<file path="src/rf_tag_pkg.sv">
/*
  Shared constants and types of the contactless tag frame protocol core:
  checksum constants, request flag positions, frame layout, register map,
  tag states and the carrier structs.
  Assumes a 100 MHz system clock.
*/
`default_nettype none

package rf_tag_pkg;

  // ------------------------------------------------------------
  // timing
  // ------------------------------------------------------------
  localparam int unsigned CLK_MHZ            = 100;
  localparam int unsigned FIELD_LOSS_TIME_US = 1000;
  localparam int unsigned FIELD_LOSS_CYCLES  = FIELD_LOSS_TIME_US * CLK_MHZ;

  // ------------------------------------------------------------
  // checksum
  // ------------------------------------------------------------
  localparam logic [15:0] CRC_PRESET    = 16'hffff;
  localparam logic [15:0] CRC_POLY_REFL = 16'h8408;
  localparam logic [15:0] CRC_FINAL_XOR = 16'hffff;
  localparam logic [15:0] CRC_RESIDUE   = 16'hf0b8;

  // ------------------------------------------------------------
  // request flag byte and frame layout
  // ------------------------------------------------------------
  localparam int unsigned FLAG_INVENTORY  = 2;
  localparam int unsigned FLAG_SELECT     = 4;
  localparam int unsigned FLAG_ADDRESS    = 5;
  localparam logic [7:0]  IDX_FLAGS       = 8'h00;
  localparam logic [7:0]  IDX_UID_FIRST   = 8'h02;
  localparam logic [7:0]  IDX_UID_LAST    = 8'h09;
  localparam logic [7:0]  MIN_REQ_BYTES   = 8'h04;
  localparam logic [7:0]  MIN_ADDR_BYTES  = 8'h0c;
  localparam logic [3:0]  BITS_PER_BYTE   = 4'h8;
  localparam logic [63:0] UID_DEFAULT     = 64'h0123_4567_89ab_cdef; // arbitrary value

  // ------------------------------------------------------------
  // register map
  // ------------------------------------------------------------
  localparam logic [7:0] REG_STATE      = 8'h00;
  localparam logic [7:0] REG_STATUS     = 8'h04;
  localparam logic [7:0] REG_DROP_COUNT = 8'h08;
  localparam logic [7:0] REG_UID_LO     = 8'h0c;
  localparam logic [7:0] REG_UID_HI     = 8'h10;
  localparam logic [7:0] REG_LAST_FLAGS = 8'h14;

  // ------------------------------------------------------------
  // types
  // ------------------------------------------------------------
  typedef enum logic [1:0] {TAG_POWER_OFF, TAG_READY, TAG_QUIET, TAG_SELECTED} tag_state_t;
  typedef enum logic [1:0] {TX_IDLE, TX_LOAD, TX_SHIFT, TX_END} tx_state_t;
  typedef enum logic [1:0] {PH_DATA, PH_CRC_LO, PH_CRC_HI} tx_phase_t;

  typedef struct packed {
    logic       byte_valid;
    logic [7:0] byte_data;
    logic       accept;
    logic       drop;
    logic       flag_conflict;
  } rx_out_t;

  typedef struct packed {
    logic       frame;
    logic       bit_value;
  } tx_line_t;

endpackage

`default_nettype wire

</file>
<file path="src/rf_tag_frame_protocol_core.sv">
/*
  Frame protocol core of a contactless vicinity tag: request reception with
  checksum check and addressing decision, tag state machine, response framing
  with appended checksum, and a small register port.
  Assumes a symbol decoder/encoder outside that gives bits with a link clock and a
  frame level, and a command executor that reads request bytes and supplies reply bytes.
*/
// Added by the designer: the plain strobed port and the register offsets.
`default_nettype none

// Function
// crc16 preset to all ones
// two crc bytes end every frame
// crc covers all bytes after start
// bad crc request dropped, no reply
// reader checks reply crc itself
// lsb first bits, lsbyte first fields
// reply only after accepted request
// request: flags, command, params, data, crc
// response: flags, params, data, crc
// frame bits multiple of eight
// optional fields present only when flagged
// four tag states only
// power-off until energy, then ready
// ready ignores select-only requests
// quiet ignores addressed inventory requests
// selected answers select, matching, general
// addressed request needs uid match; code skips the uid check when select flag is also set
// non-addressed request answered by all
// select-only answered only when selected
// field lost long enough gives power-off
// select flag is bit 5
// address flag is bit 6
// bit 3 switches flag meanings
// 64-bit read-only uid compared
// reflected poly, complemented crc sent
module rf_tag_frame_protocol_core #(
  parameter int unsigned LOSS_CYCLES = rf_tag_pkg::FIELD_LOSS_CYCLES,
  parameter logic [63:0] TAG_UID     = rf_tag_pkg::UID_DEFAULT
) (
  input  wire logic                 clk_sys,
  input  wire logic                 rst_n,
  input  wire logic                 energy_ok,
  input  wire logic                 field_present,
  input  wire logic                 link_clk,
  input  wire logic                 rx_frame,
  input  wire logic                 rx_data,
  output var  rf_tag_pkg::tx_line_t tx_line,
  output var  rf_tag_pkg::rx_out_t  rx_out,
  input  wire logic                 tx_valid,
  input  wire logic [7:0]           tx_byte,
  input  wire logic                 tx_last,
  output logic                      tx_ready,
  input  wire logic [7:0]           reg_addr,
  input  wire logic [31:0]          reg_wdata,
  input  wire logic                 reg_wr,
  input  wire logic                 reg_rd,
  output logic [31:0]               reg_rdata
);

  // ------------------------------------------------------------
  // functions
  // ------------------------------------------------------------
  function automatic logic [15:0] crc16_byte(input logic [15:0] crc, input logic [7:0] data);
    logic [15:0] c;
    c = crc ^ {8'h00, data};
    for (int i = 0; i < 8; i++) begin
      c = c[0] ? ((c >> 1) ^ rf_tag_pkg::CRC_POLY_REFL) : (c >> 1);
    end
    return c;
  endfunction

  // ------------------------------------------------------------
  // synchronisers and edges
  // ------------------------------------------------------------
  logic [4:0] sync_a;
  logic [4:0] sync_b;
  logic       link_clk_d;
  logic       rx_frame_d;

  always_ff @(posedge clk_sys or negedge rst_n) begin
    if (!rst_n) begin
      sync_a     <= 5'h00;
      sync_b     <= 5'h00;
      link_clk_d <= 1'b0;
      rx_frame_d <= 1'b0;
    end else begin
      sync_a     <= {energy_ok, field_present, link_clk, rx_frame, rx_data};
      sync_b     <= sync_a;
      link_clk_d <= sync_b[2];
      rx_frame_d <= sync_b[1];
    end
  end

  wire logic energy_s  = sync_b[4];
  wire logic field_s   = sync_b[3];
  wire logic link_rise = sync_b[2] & ~link_clk_d;
  wire logic link_fall = ~sync_b[2] & link_clk_d;
  wire logic frame_s   = sync_b[1];
  wire logic frame_end = ~frame_s & rx_frame_d;
  wire logic data_s    = sync_b[0];

  // ------------------------------------------------------------
  // receive path
  // ------------------------------------------------------------
  logic [7:0]  rx_shreg;
  logic [3:0]  rx_bits;
  logic [7:0]  rx_count;
  logic [15:0] rx_crc;
  logic [7:0]  req_flags;
  logic        uid_ok;
  wire logic [7:0] next_shreg = {data_s, rx_shreg[7:1]};

  always_ff @(posedge clk_sys or negedge rst_n) begin
    if (!rst_n) begin
      rx_shreg  <= 8'h00;
      rx_bits   <= 4'h0;
      rx_count  <= 8'h00;
      rx_crc    <= rf_tag_pkg::CRC_PRESET;
      req_flags <= 8'h00;
      uid_ok    <= 1'b1;
    end else if (!frame_s) begin
      rx_bits  <= 4'h0;
      if (!rx_frame_d) begin
        rx_count <= 8'h00;
        rx_crc   <= rf_tag_pkg::CRC_PRESET;
        uid_ok   <= 1'b1;
      end
    end else if (link_rise) begin
      rx_shreg <= next_shreg;
      if (rx_bits == rf_tag_pkg::BITS_PER_BYTE - 4'h1) begin
        rx_bits <= 4'h0;
        rx_crc  <= crc16_byte(rx_crc, next_shreg);
        if (rx_count != 8'hff) begin
          rx_count <= rx_count + 8'h01;
        end
        if (rx_count == rf_tag_pkg::IDX_FLAGS) begin
          req_flags <= next_shreg;
        end
        if (rx_count >= rf_tag_pkg::IDX_UID_FIRST && rx_count <= rf_tag_pkg::IDX_UID_LAST &&
            next_shreg != TAG_UID[8 * (rx_count - rf_tag_pkg::IDX_UID_FIRST) +: 8]) begin
          uid_ok <= 1'b0;
        end
      end else begin
        rx_bits <= rx_bits + 4'h1;
      end
    end
  end

  // ------------------------------------------------------------
  // addressing decision
  // ------------------------------------------------------------
  rf_tag_pkg::tag_state_t tag_state;
  logic inv_req;
  logic sel_req;
  logic addr_req;
  logic conflict;
  logic answer;
  logic frame_good;

  assign inv_req  = req_flags[rf_tag_pkg::FLAG_INVENTORY];
  assign sel_req  = req_flags[rf_tag_pkg::FLAG_SELECT] & ~inv_req;
  assign addr_req = req_flags[rf_tag_pkg::FLAG_ADDRESS] & ~inv_req;
  assign conflict = sel_req & addr_req;

  always_comb begin
    answer = 1'b0;
    if (tag_state != rf_tag_pkg::TAG_POWER_OFF) begin
      if (inv_req) begin
        answer = !(tag_state == rf_tag_pkg::TAG_QUIET &&
                   req_flags[rf_tag_pkg::FLAG_ADDRESS]);
      end else if (conflict) begin
        answer = 1'b1;
      end else if (sel_req) begin
        answer = (tag_state == rf_tag_pkg::TAG_SELECTED);
      end else if (addr_req) begin
        answer = uid_ok;
      end else begin
        answer = 1'b1;
      end
    end
  end

  assign frame_good = (rx_crc == rf_tag_pkg::CRC_RESIDUE) &&
                      (rx_bits == 4'h0) &&
                      (rx_count >= rf_tag_pkg::MIN_REQ_BYTES) &&
                      (!addr_req || rx_count >= rf_tag_pkg::MIN_ADDR_BYTES);

  always_ff @(posedge clk_sys or negedge rst_n) begin
    if (!rst_n) begin
      rx_out <= '0;
    end else begin
      rx_out.byte_valid    <= frame_s & link_rise &
                              (rx_bits == rf_tag_pkg::BITS_PER_BYTE - 4'h1);
      rx_out.byte_data     <= next_shreg;
      rx_out.accept        <= frame_end & frame_good & answer;
      rx_out.drop          <= frame_end & ~(frame_good & answer);
      rx_out.flag_conflict <= frame_end & frame_good & answer & conflict;
    end
  end

  // ------------------------------------------------------------
  // tag state machine
  // ------------------------------------------------------------
  logic [31:0] loss_count;

  always_ff @(posedge clk_sys or negedge rst_n) begin
    if (!rst_n) begin
      loss_count <= 32'h0000_0000;
    end else if (field_s) begin
      loss_count <= 32'h0000_0000;
    end else if (loss_count < LOSS_CYCLES) begin
      loss_count <= loss_count + 32'h0000_0001;
    end
  end

  always_ff @(posedge clk_sys or negedge rst_n) begin
    if (!rst_n) begin
      tag_state <= rf_tag_pkg::TAG_POWER_OFF;
    end else if (!energy_s || loss_count >= LOSS_CYCLES) begin
      tag_state <= rf_tag_pkg::TAG_POWER_OFF;
    end else if (tag_state == rf_tag_pkg::TAG_POWER_OFF) begin
      tag_state <= rf_tag_pkg::TAG_READY;
    end else if (reg_wr && reg_addr == rf_tag_pkg::REG_STATE &&
                 reg_wdata[1:0] != 2'h0) begin
      tag_state <= rf_tag_pkg::tag_state_t'(reg_wdata[1:0]);
    end
  end

  // ------------------------------------------------------------
  // transmit path
  // ------------------------------------------------------------
  rf_tag_pkg::tx_state_t tx_state;
  rf_tag_pkg::tx_phase_t tx_phase;
  logic        permit;
  logic [7:0]  tx_shreg;
  logic [3:0]  tx_bits;
  logic [15:0] tx_crc;
  logic        tx_is_last;

  always_ff @(posedge clk_sys or negedge rst_n) begin
    if (!rst_n) begin
      permit <= 1'b0;
    end else if (tag_state == rf_tag_pkg::TAG_POWER_OFF || frame_s) begin
      permit <= 1'b0;
    end else if (rx_out.accept) begin
      permit <= 1'b1;
    end else if (tx_state != rf_tag_pkg::TX_IDLE) begin
      permit <= 1'b0;
    end
  end

  always_ff @(posedge clk_sys or negedge rst_n) begin
    if (!rst_n) begin
      tx_state   <= rf_tag_pkg::TX_IDLE;
      tx_phase   <= rf_tag_pkg::PH_DATA;
      tx_shreg   <= 8'h00;
      tx_bits    <= 4'h0;
      tx_crc     <= rf_tag_pkg::CRC_PRESET;
      tx_is_last <= 1'b0;
      tx_ready   <= 1'b0;
      tx_line    <= '0;
    end else begin
      case (tx_state)
        rf_tag_pkg::TX_IDLE: begin
          tx_line <= '0;
          if (permit) begin
            tx_state <= rf_tag_pkg::TX_LOAD;
            tx_phase <= rf_tag_pkg::PH_DATA;
            tx_crc   <= rf_tag_pkg::CRC_PRESET;
            tx_ready <= 1'b1;
          end
        end
        rf_tag_pkg::TX_LOAD: begin
          if (frame_s || tag_state == rf_tag_pkg::TAG_POWER_OFF) begin
            tx_ready <= 1'b0;
            tx_state <= rf_tag_pkg::TX_IDLE;
          end else if (tx_valid) begin
            tx_ready   <= 1'b0;
            tx_shreg   <= tx_byte;
            tx_crc     <= crc16_byte(tx_crc, tx_byte);
            tx_is_last <= tx_last;
            tx_bits    <= 4'h0;
            tx_state   <= rf_tag_pkg::TX_SHIFT;
          end
        end
        rf_tag_pkg::TX_SHIFT: begin
          if (link_fall) begin
            tx_line.frame     <= 1'b1;
            tx_line.bit_value <= tx_shreg[0];
            tx_shreg          <= tx_shreg >> 1;
            tx_bits           <= tx_bits + 4'h1;
            if (tx_bits == rf_tag_pkg::BITS_PER_BYTE - 4'h1) begin
              tx_bits <= 4'h0;
              case (tx_phase)
                rf_tag_pkg::PH_DATA: begin
                  if (tx_is_last) begin
                    tx_phase <= rf_tag_pkg::PH_CRC_LO;
                    tx_shreg <= tx_crc[7:0] ^ rf_tag_pkg::CRC_FINAL_XOR[7:0];
                  end else begin
                    tx_state <= rf_tag_pkg::TX_LOAD;
                    tx_ready <= 1'b1;
                  end
                end
                rf_tag_pkg::PH_CRC_LO: begin
                  tx_phase <= rf_tag_pkg::PH_CRC_HI;
                  tx_shreg <= tx_crc[15:8] ^ rf_tag_pkg::CRC_FINAL_XOR[15:8];
                end
                default: begin
                  tx_state <= rf_tag_pkg::TX_END;
                end
              endcase
            end
          end
        end
        rf_tag_pkg::TX_END: begin
          if (link_fall) begin
            tx_line  <= '0;
            tx_state <= rf_tag_pkg::TX_IDLE;
          end
        end
        default: begin
          tx_state <= rf_tag_pkg::TX_IDLE;
        end
      endcase
    end
  end

  // ------------------------------------------------------------
  // register port
  // ------------------------------------------------------------
  logic [15:0] drop_count;
  logic [7:0]  last_flags;

  always_ff @(posedge clk_sys or negedge rst_n) begin
    if (!rst_n) begin
      drop_count <= 16'h0000;
      last_flags <= 8'h00;
    end else begin
      if (rx_out.drop && drop_count != 16'hffff) begin
        drop_count <= drop_count + 16'h0001;
      end
      if (rx_out.accept) begin
        last_flags <= req_flags;
      end
    end
  end

  always_ff @(posedge clk_sys or negedge rst_n) begin
    if (!rst_n) begin
      reg_rdata <= 32'h0000_0000;
    end else if (reg_rd) begin
      case (reg_addr)
        rf_tag_pkg::REG_STATE:      reg_rdata <= {30'h0, tag_state};
        rf_tag_pkg::REG_STATUS:     reg_rdata <= {28'h0, tx_state != rf_tag_pkg::TX_IDLE,
                                                  permit, field_s, energy_s};
        rf_tag_pkg::REG_DROP_COUNT: reg_rdata <= {16'h0, drop_count};
        rf_tag_pkg::REG_UID_LO:     reg_rdata <= TAG_UID[31:0];
        rf_tag_pkg::REG_UID_HI:     reg_rdata <= TAG_UID[63:32];
        rf_tag_pkg::REG_LAST_FLAGS: reg_rdata <= {24'h0, last_flags};
        default:                    reg_rdata <= 32'h0000_0000;
      endcase
    end else begin
      reg_rdata <= 32'h0000_0000;
    end
  end

endmodule

`default_nettype wire

</file>
<file path="config.mk">
export PLATFORM = sky130hd
export DESIGN_NAME = rf_tag_frame_protocol_core
export DESIGN_NICKNAME = d
export VERILOG_FILES = /design/src/rf_tag_pkg.sv /design/src/rf_tag_frame_protocol_core.sv
export SDC_FILE = /design/constraint.sdc
export NUM_CORES = 1
export LEC_CHECK = 0
export ABC_AREA = 1
export BUFFER_PORTS_ARGS = -buffer_cell sky130_fd_sc_hd__buf_2
export CORE_UTILIZATION = 63
export CTS_CLUSTER_DIAMETER = 30
export DETAILED_ROUTE_END_ITERATION = 8
export GPL_TIMING_DRIVEN = 0
export PLACE_DENSITY = 0.9
export REMOVE_ABC_BUFFERS = 1
export SLEW_MARGIN = 20
export SYNTH_ARGS = -nofsm -noshare
export SYNTH_HDL_FRONTEND = slang
export SYNTH_SLANG_ARGS = --single-unit
export TNS_END_PERCENT = 1
</file>
<file path="constraint.sdc">
create_clock -name clk_sys -period 2.9 [get_ports clk_sys]
set_input_delay 0.435 -clock clk_sys [delete_from_list [all_inputs] [get_ports clk_sys]]
set_output_delay 0.435 -clock clk_sys [all_outputs]
set_load 0.05 [all_outputs]
</file>
==> results.sh <==
export IMPL_status="finished clean"
export IMPL_cts_buffer_depth=2
export IMPL_r2r_setup_slack_ns=0.55
export IMPL_synthDistinctLibCells=54
export IMPL_final_common_cell="nand2_1"
export IMPL_cts_buffers=17
export IMPL_n_antenna_cell=0
export IMPL_async_flop_share=1.00
export IMPL_cts_tree="built"
export IMPL_finalHoldViolCount=0
export IMPL_die_h_um=122
export IMPL_clock_sinks=181
export IMPL_p_clk_frac=0.289
export IMPL_timing_rr_end="req_flags[0]$_DFFE_PN0P_"
export IMPL_wl_met1_um=8140
export IMPL_antenna_found_initial=0
export IMPL_cts_resized=0
export IMPL_arrival_ns=2.67
export IMPL_max_freq_mhz=425
export IMPL_netlist_area_sq_um=9140
export IMPL_cts_htree_levels=4
export IMPL_first_iter_violations=603
export IMPL_critPathKind="reg2reg"
export IMPL_layout_drive_gt1_share=0.159
export IMPL_worst_slack_ns=0.547
export IMPL_drtPass1Iterations=6
export IMPL_synth_area_top_cells="dfrtp_1 (41%), dfstp_2 (9.5%), nand2_1 (7.5%)"
export IMPL_grt_pass1_wl_um=32600
export IMPL_tightest_slew_ns=0.777
export IMPL_final_cells=1304
export IMPL_worstHoldStart="link_clk"
export IMPL_dpl_worst_slack_ns=0.552
export IMPL_startpoint_type="register"
export IMPL_ant_nets=0
export IMPL_critPathMaxStageDelay_ns=0.72
export IMPL_final_nets=1183
export IMPL_synth_area_per_cell_sq_um=8.72
export IMPL_first_global_vias=6940
export IMPL_ys_ff_latch=181
export IMPL_hold_path_class="in2reg"
export IMPL_cts_clk_slew_worst_paths_ns=0.06
export IMPL_hold_ws_ns=0.105
export IMPL_routed_wl_um=19300
export IMPL_initial_utilization=0.651
export IMPL_synth_top_cell_by_area="dfrtp_1"
export IMPL_cap_violations=0
export IMPL_num_rows=43
export IMPL_coreArea_sq_um=14000
export IMPL_crit_buf_inv=0
export IMPL_timing_max_transition_violations_final=0
export IMPL_r2r_cells=4
export IMPL_area_growth_pct=10.4
export IMPL_synth_seq_area_share=0.500
export IMPL_cts_root_buf="clkbuf_16"
export IMPL_grt_max_degree=105
export IMPL_dp_cells=1271
export IMPL_switching_share=0.347
export IMPL_period_minus_slack_ns=2.35
export IMPL_cp_end_kind="register"
export IMPL_rsz0062_at_grt="false"
export IMPL_intPower_mw=4.81
export IMPL_port_buffer_count=67
export IMPL_yosysWarnings=0
export IMPL_min_to="sync_a[2]$_DFF_PN0_"
export IMPL_finalSetupViolCount=0
export IMPL_die_w_um=122
export IMPL_crit_slowest_cell="dfrtp_1"
export IMPL_cts_setup_buffers=0
export IMPL_rr_startpoint="sync_b[1]$_DFF_PN0_"
export IMPL_mostFrequentLayoutCells="nand2_1 (183), dfrtp_1 (148), inv_1 (144)"
export IMPL_grtUsageTotal=0.281
export IMPL_power_density_nw_per_um2=730
export IMPL_dp_hpwl_um=13400
export IMPL_post_drt_wl_per_cell_um=14.8
export IMPL_overflow=0
export IMPL_top_layer_used="met4"
export IMPL_dieArea_sq_um=15000
export IMPL_slew_headroom=0.482
export IMPL_wl_met3_um=1090
export IMPL_final_min_period_over_clock_period=0.811
export IMPL_switchingPower_mw=2.56
export IMPL_sequentialPowerShare=0.445
export IMPL_clk_insertion_delay_late_ns=0.43
export IMPL_synth_edf_count=0
export IMPL_synthFlopType="dfrtp_1"
export IMPL_p_total_mw=7.37
export IMPL_synth_top_area_frac=0.405
export IMPL_ios=106
export IMPL_place_congestion=0.945
export IMPL_cp_max_fo=16
export IMPL_post_route_drc_count=0
export IMPL_post_drt_via_cell_ratio=5.63
export IMPL_crit_chain="nand3_2 > nor2_4 > nand4_2 > mux2_2"
export IMPL_hold_depth=1
export IMPL_cp_startpoint="sync_b[1]$_DFF_PN0_"
export IMPL_wl_met2_um=9440
export IMPL_num_vias=7339
export IMPL_path_delay_family="simple AND/OR/NAND/NOR gates"
export IMPL_ir_worst_vdd_uv=645
export IMPL_synthCells=1048
export IMPL_pwr_share_comb=0.266
export IMPL_finalClockSkew_ns=0.00560
export IMPL_p_leak_nw=4.73
export IMPL_crit_required_ns=3.22
-- routing by layer --
layer	track usage	up-vias
met1	0.360	3471
li1	-	3499
met3	0.0474	63
met5	0	-
met2	0.461	306
met4	0.139	0
-- power groups by stage --
stage	registers [mW]	logic, mW	clock network (mW)
after CTS	3.27	1.94	2.14
after detailed placement	3.30	1.92	0
after floorplan	3.33	1.36	0
final	3.28	1.96	2.13
after global routing	3.32	2.17	2.26
after global placement	3.28	1.83	0
-- worst max path at each step --
stage                               endpoint  cells after the start
finish              req_flags[0]$_DFFE_PN0P_                      4
global route        req_flags[0]$_DFFE_PN0P_                      4
CTS                 req_flags[0]$_DFFE_PN0P_                      4
detailed placement  req_flags[0]$_DFFE_PN0P_                      4
global placement         sync_a[2]$_DFF_PN0_                      1
floorplan                      reg_rdata[16]                      0
-- Yosys cell counts, types with 3 or more instances --
master,count
nand2_2,4
dfrtp_1,148
o21ai_2,5
o21ai_4,3
o211ai_1,3
ha_1,13
nand4_1,12
buf_6,5
clkbuf_1,8
nor4_1,4
nor2_2,5
o22ai_1,36
o21ai_0,58
buf_4,16
inv_1,144
dfstp_2,33
xor2_1,35
a31oi_1,5
nand2_1,183
nand3_1,60
o21ai_1,12
nor2_4,4
a21oi_1,24
o31ai_1,6
nor2_1,108
inv_2,11
xnor2_1,34
buf_2,3
mux2_2,5
nor3_1,26
or2_1,3
nand3b_1,3
-- logic make-up (layout without fill, tap and decap cells) --
| group | count (synthesis) | after routing | synth area share |
|---|---|---|---|
| fa+ha+maj | 13 | 13 | 0.0178 |
| compound gates | 163 | 163 | 0.107 |
| flops | 181 | 181 | 0.500 |
| simple gates | 425 | 425 | 0.210 |
| mux | 5 | 5 | 0.00616 |
| xor+xnor | 71 | 71 | 0.0697 |
| other cells | 1 | 8 | 0.000410 |
| buf+inv | 189 | 258 | 0.0890 |
-- through the flow --
step,TNS (ns),util,instance area (sq um)
final,0,0.719,10100
after floorplan,0,-,8940
after detailed placement,0,0.679,9540
after global routing,0,0.719,10100
after global placement,-200.26,0.677,9500
after CTS,0,0.719,10100
-- worst reg2reg max path: cells and delay by family, from the launching register on --
kind,cells,cell delay [ns]
mux,1,0.39
simple gates,3,1.13
flops,1,0.72
-- layout make-up --
class / instances / area (sq um)
repair buffers: 69 / 383
flip-flops and latches: 181 / 4570
well taps: 180 / 225
inverters: 157 / 592
multi-input cells: 685 / 3780
fillers: 958 / 3950
clock inverters: 9 / 80.1
clock buffers: 23 / 458
-- timing repair --
item	in CTS	in global routing
hold endpoints to repair	12	0
setup endpoints to repair	0	0
hold buffers	1	0
-- state kept, by name (all words and copies together), names as in the netlist, 2 cells and up --
register    cells
rx_bits         4
tx_bits         4
tx_phase        2
sync_b          5
rx_shreg        7
tx_crc         16
loss_count     32
rx_crc         16
sync_a          5
tag_state       2
req_flags       8
tx_line         2
rx_out         12
reg_rdata      18
tx_state        2
rx_count        8
last_flags      8
tx_shreg        8
drop_count     16
Note: power is estimated with default switching activity, not from simulation.
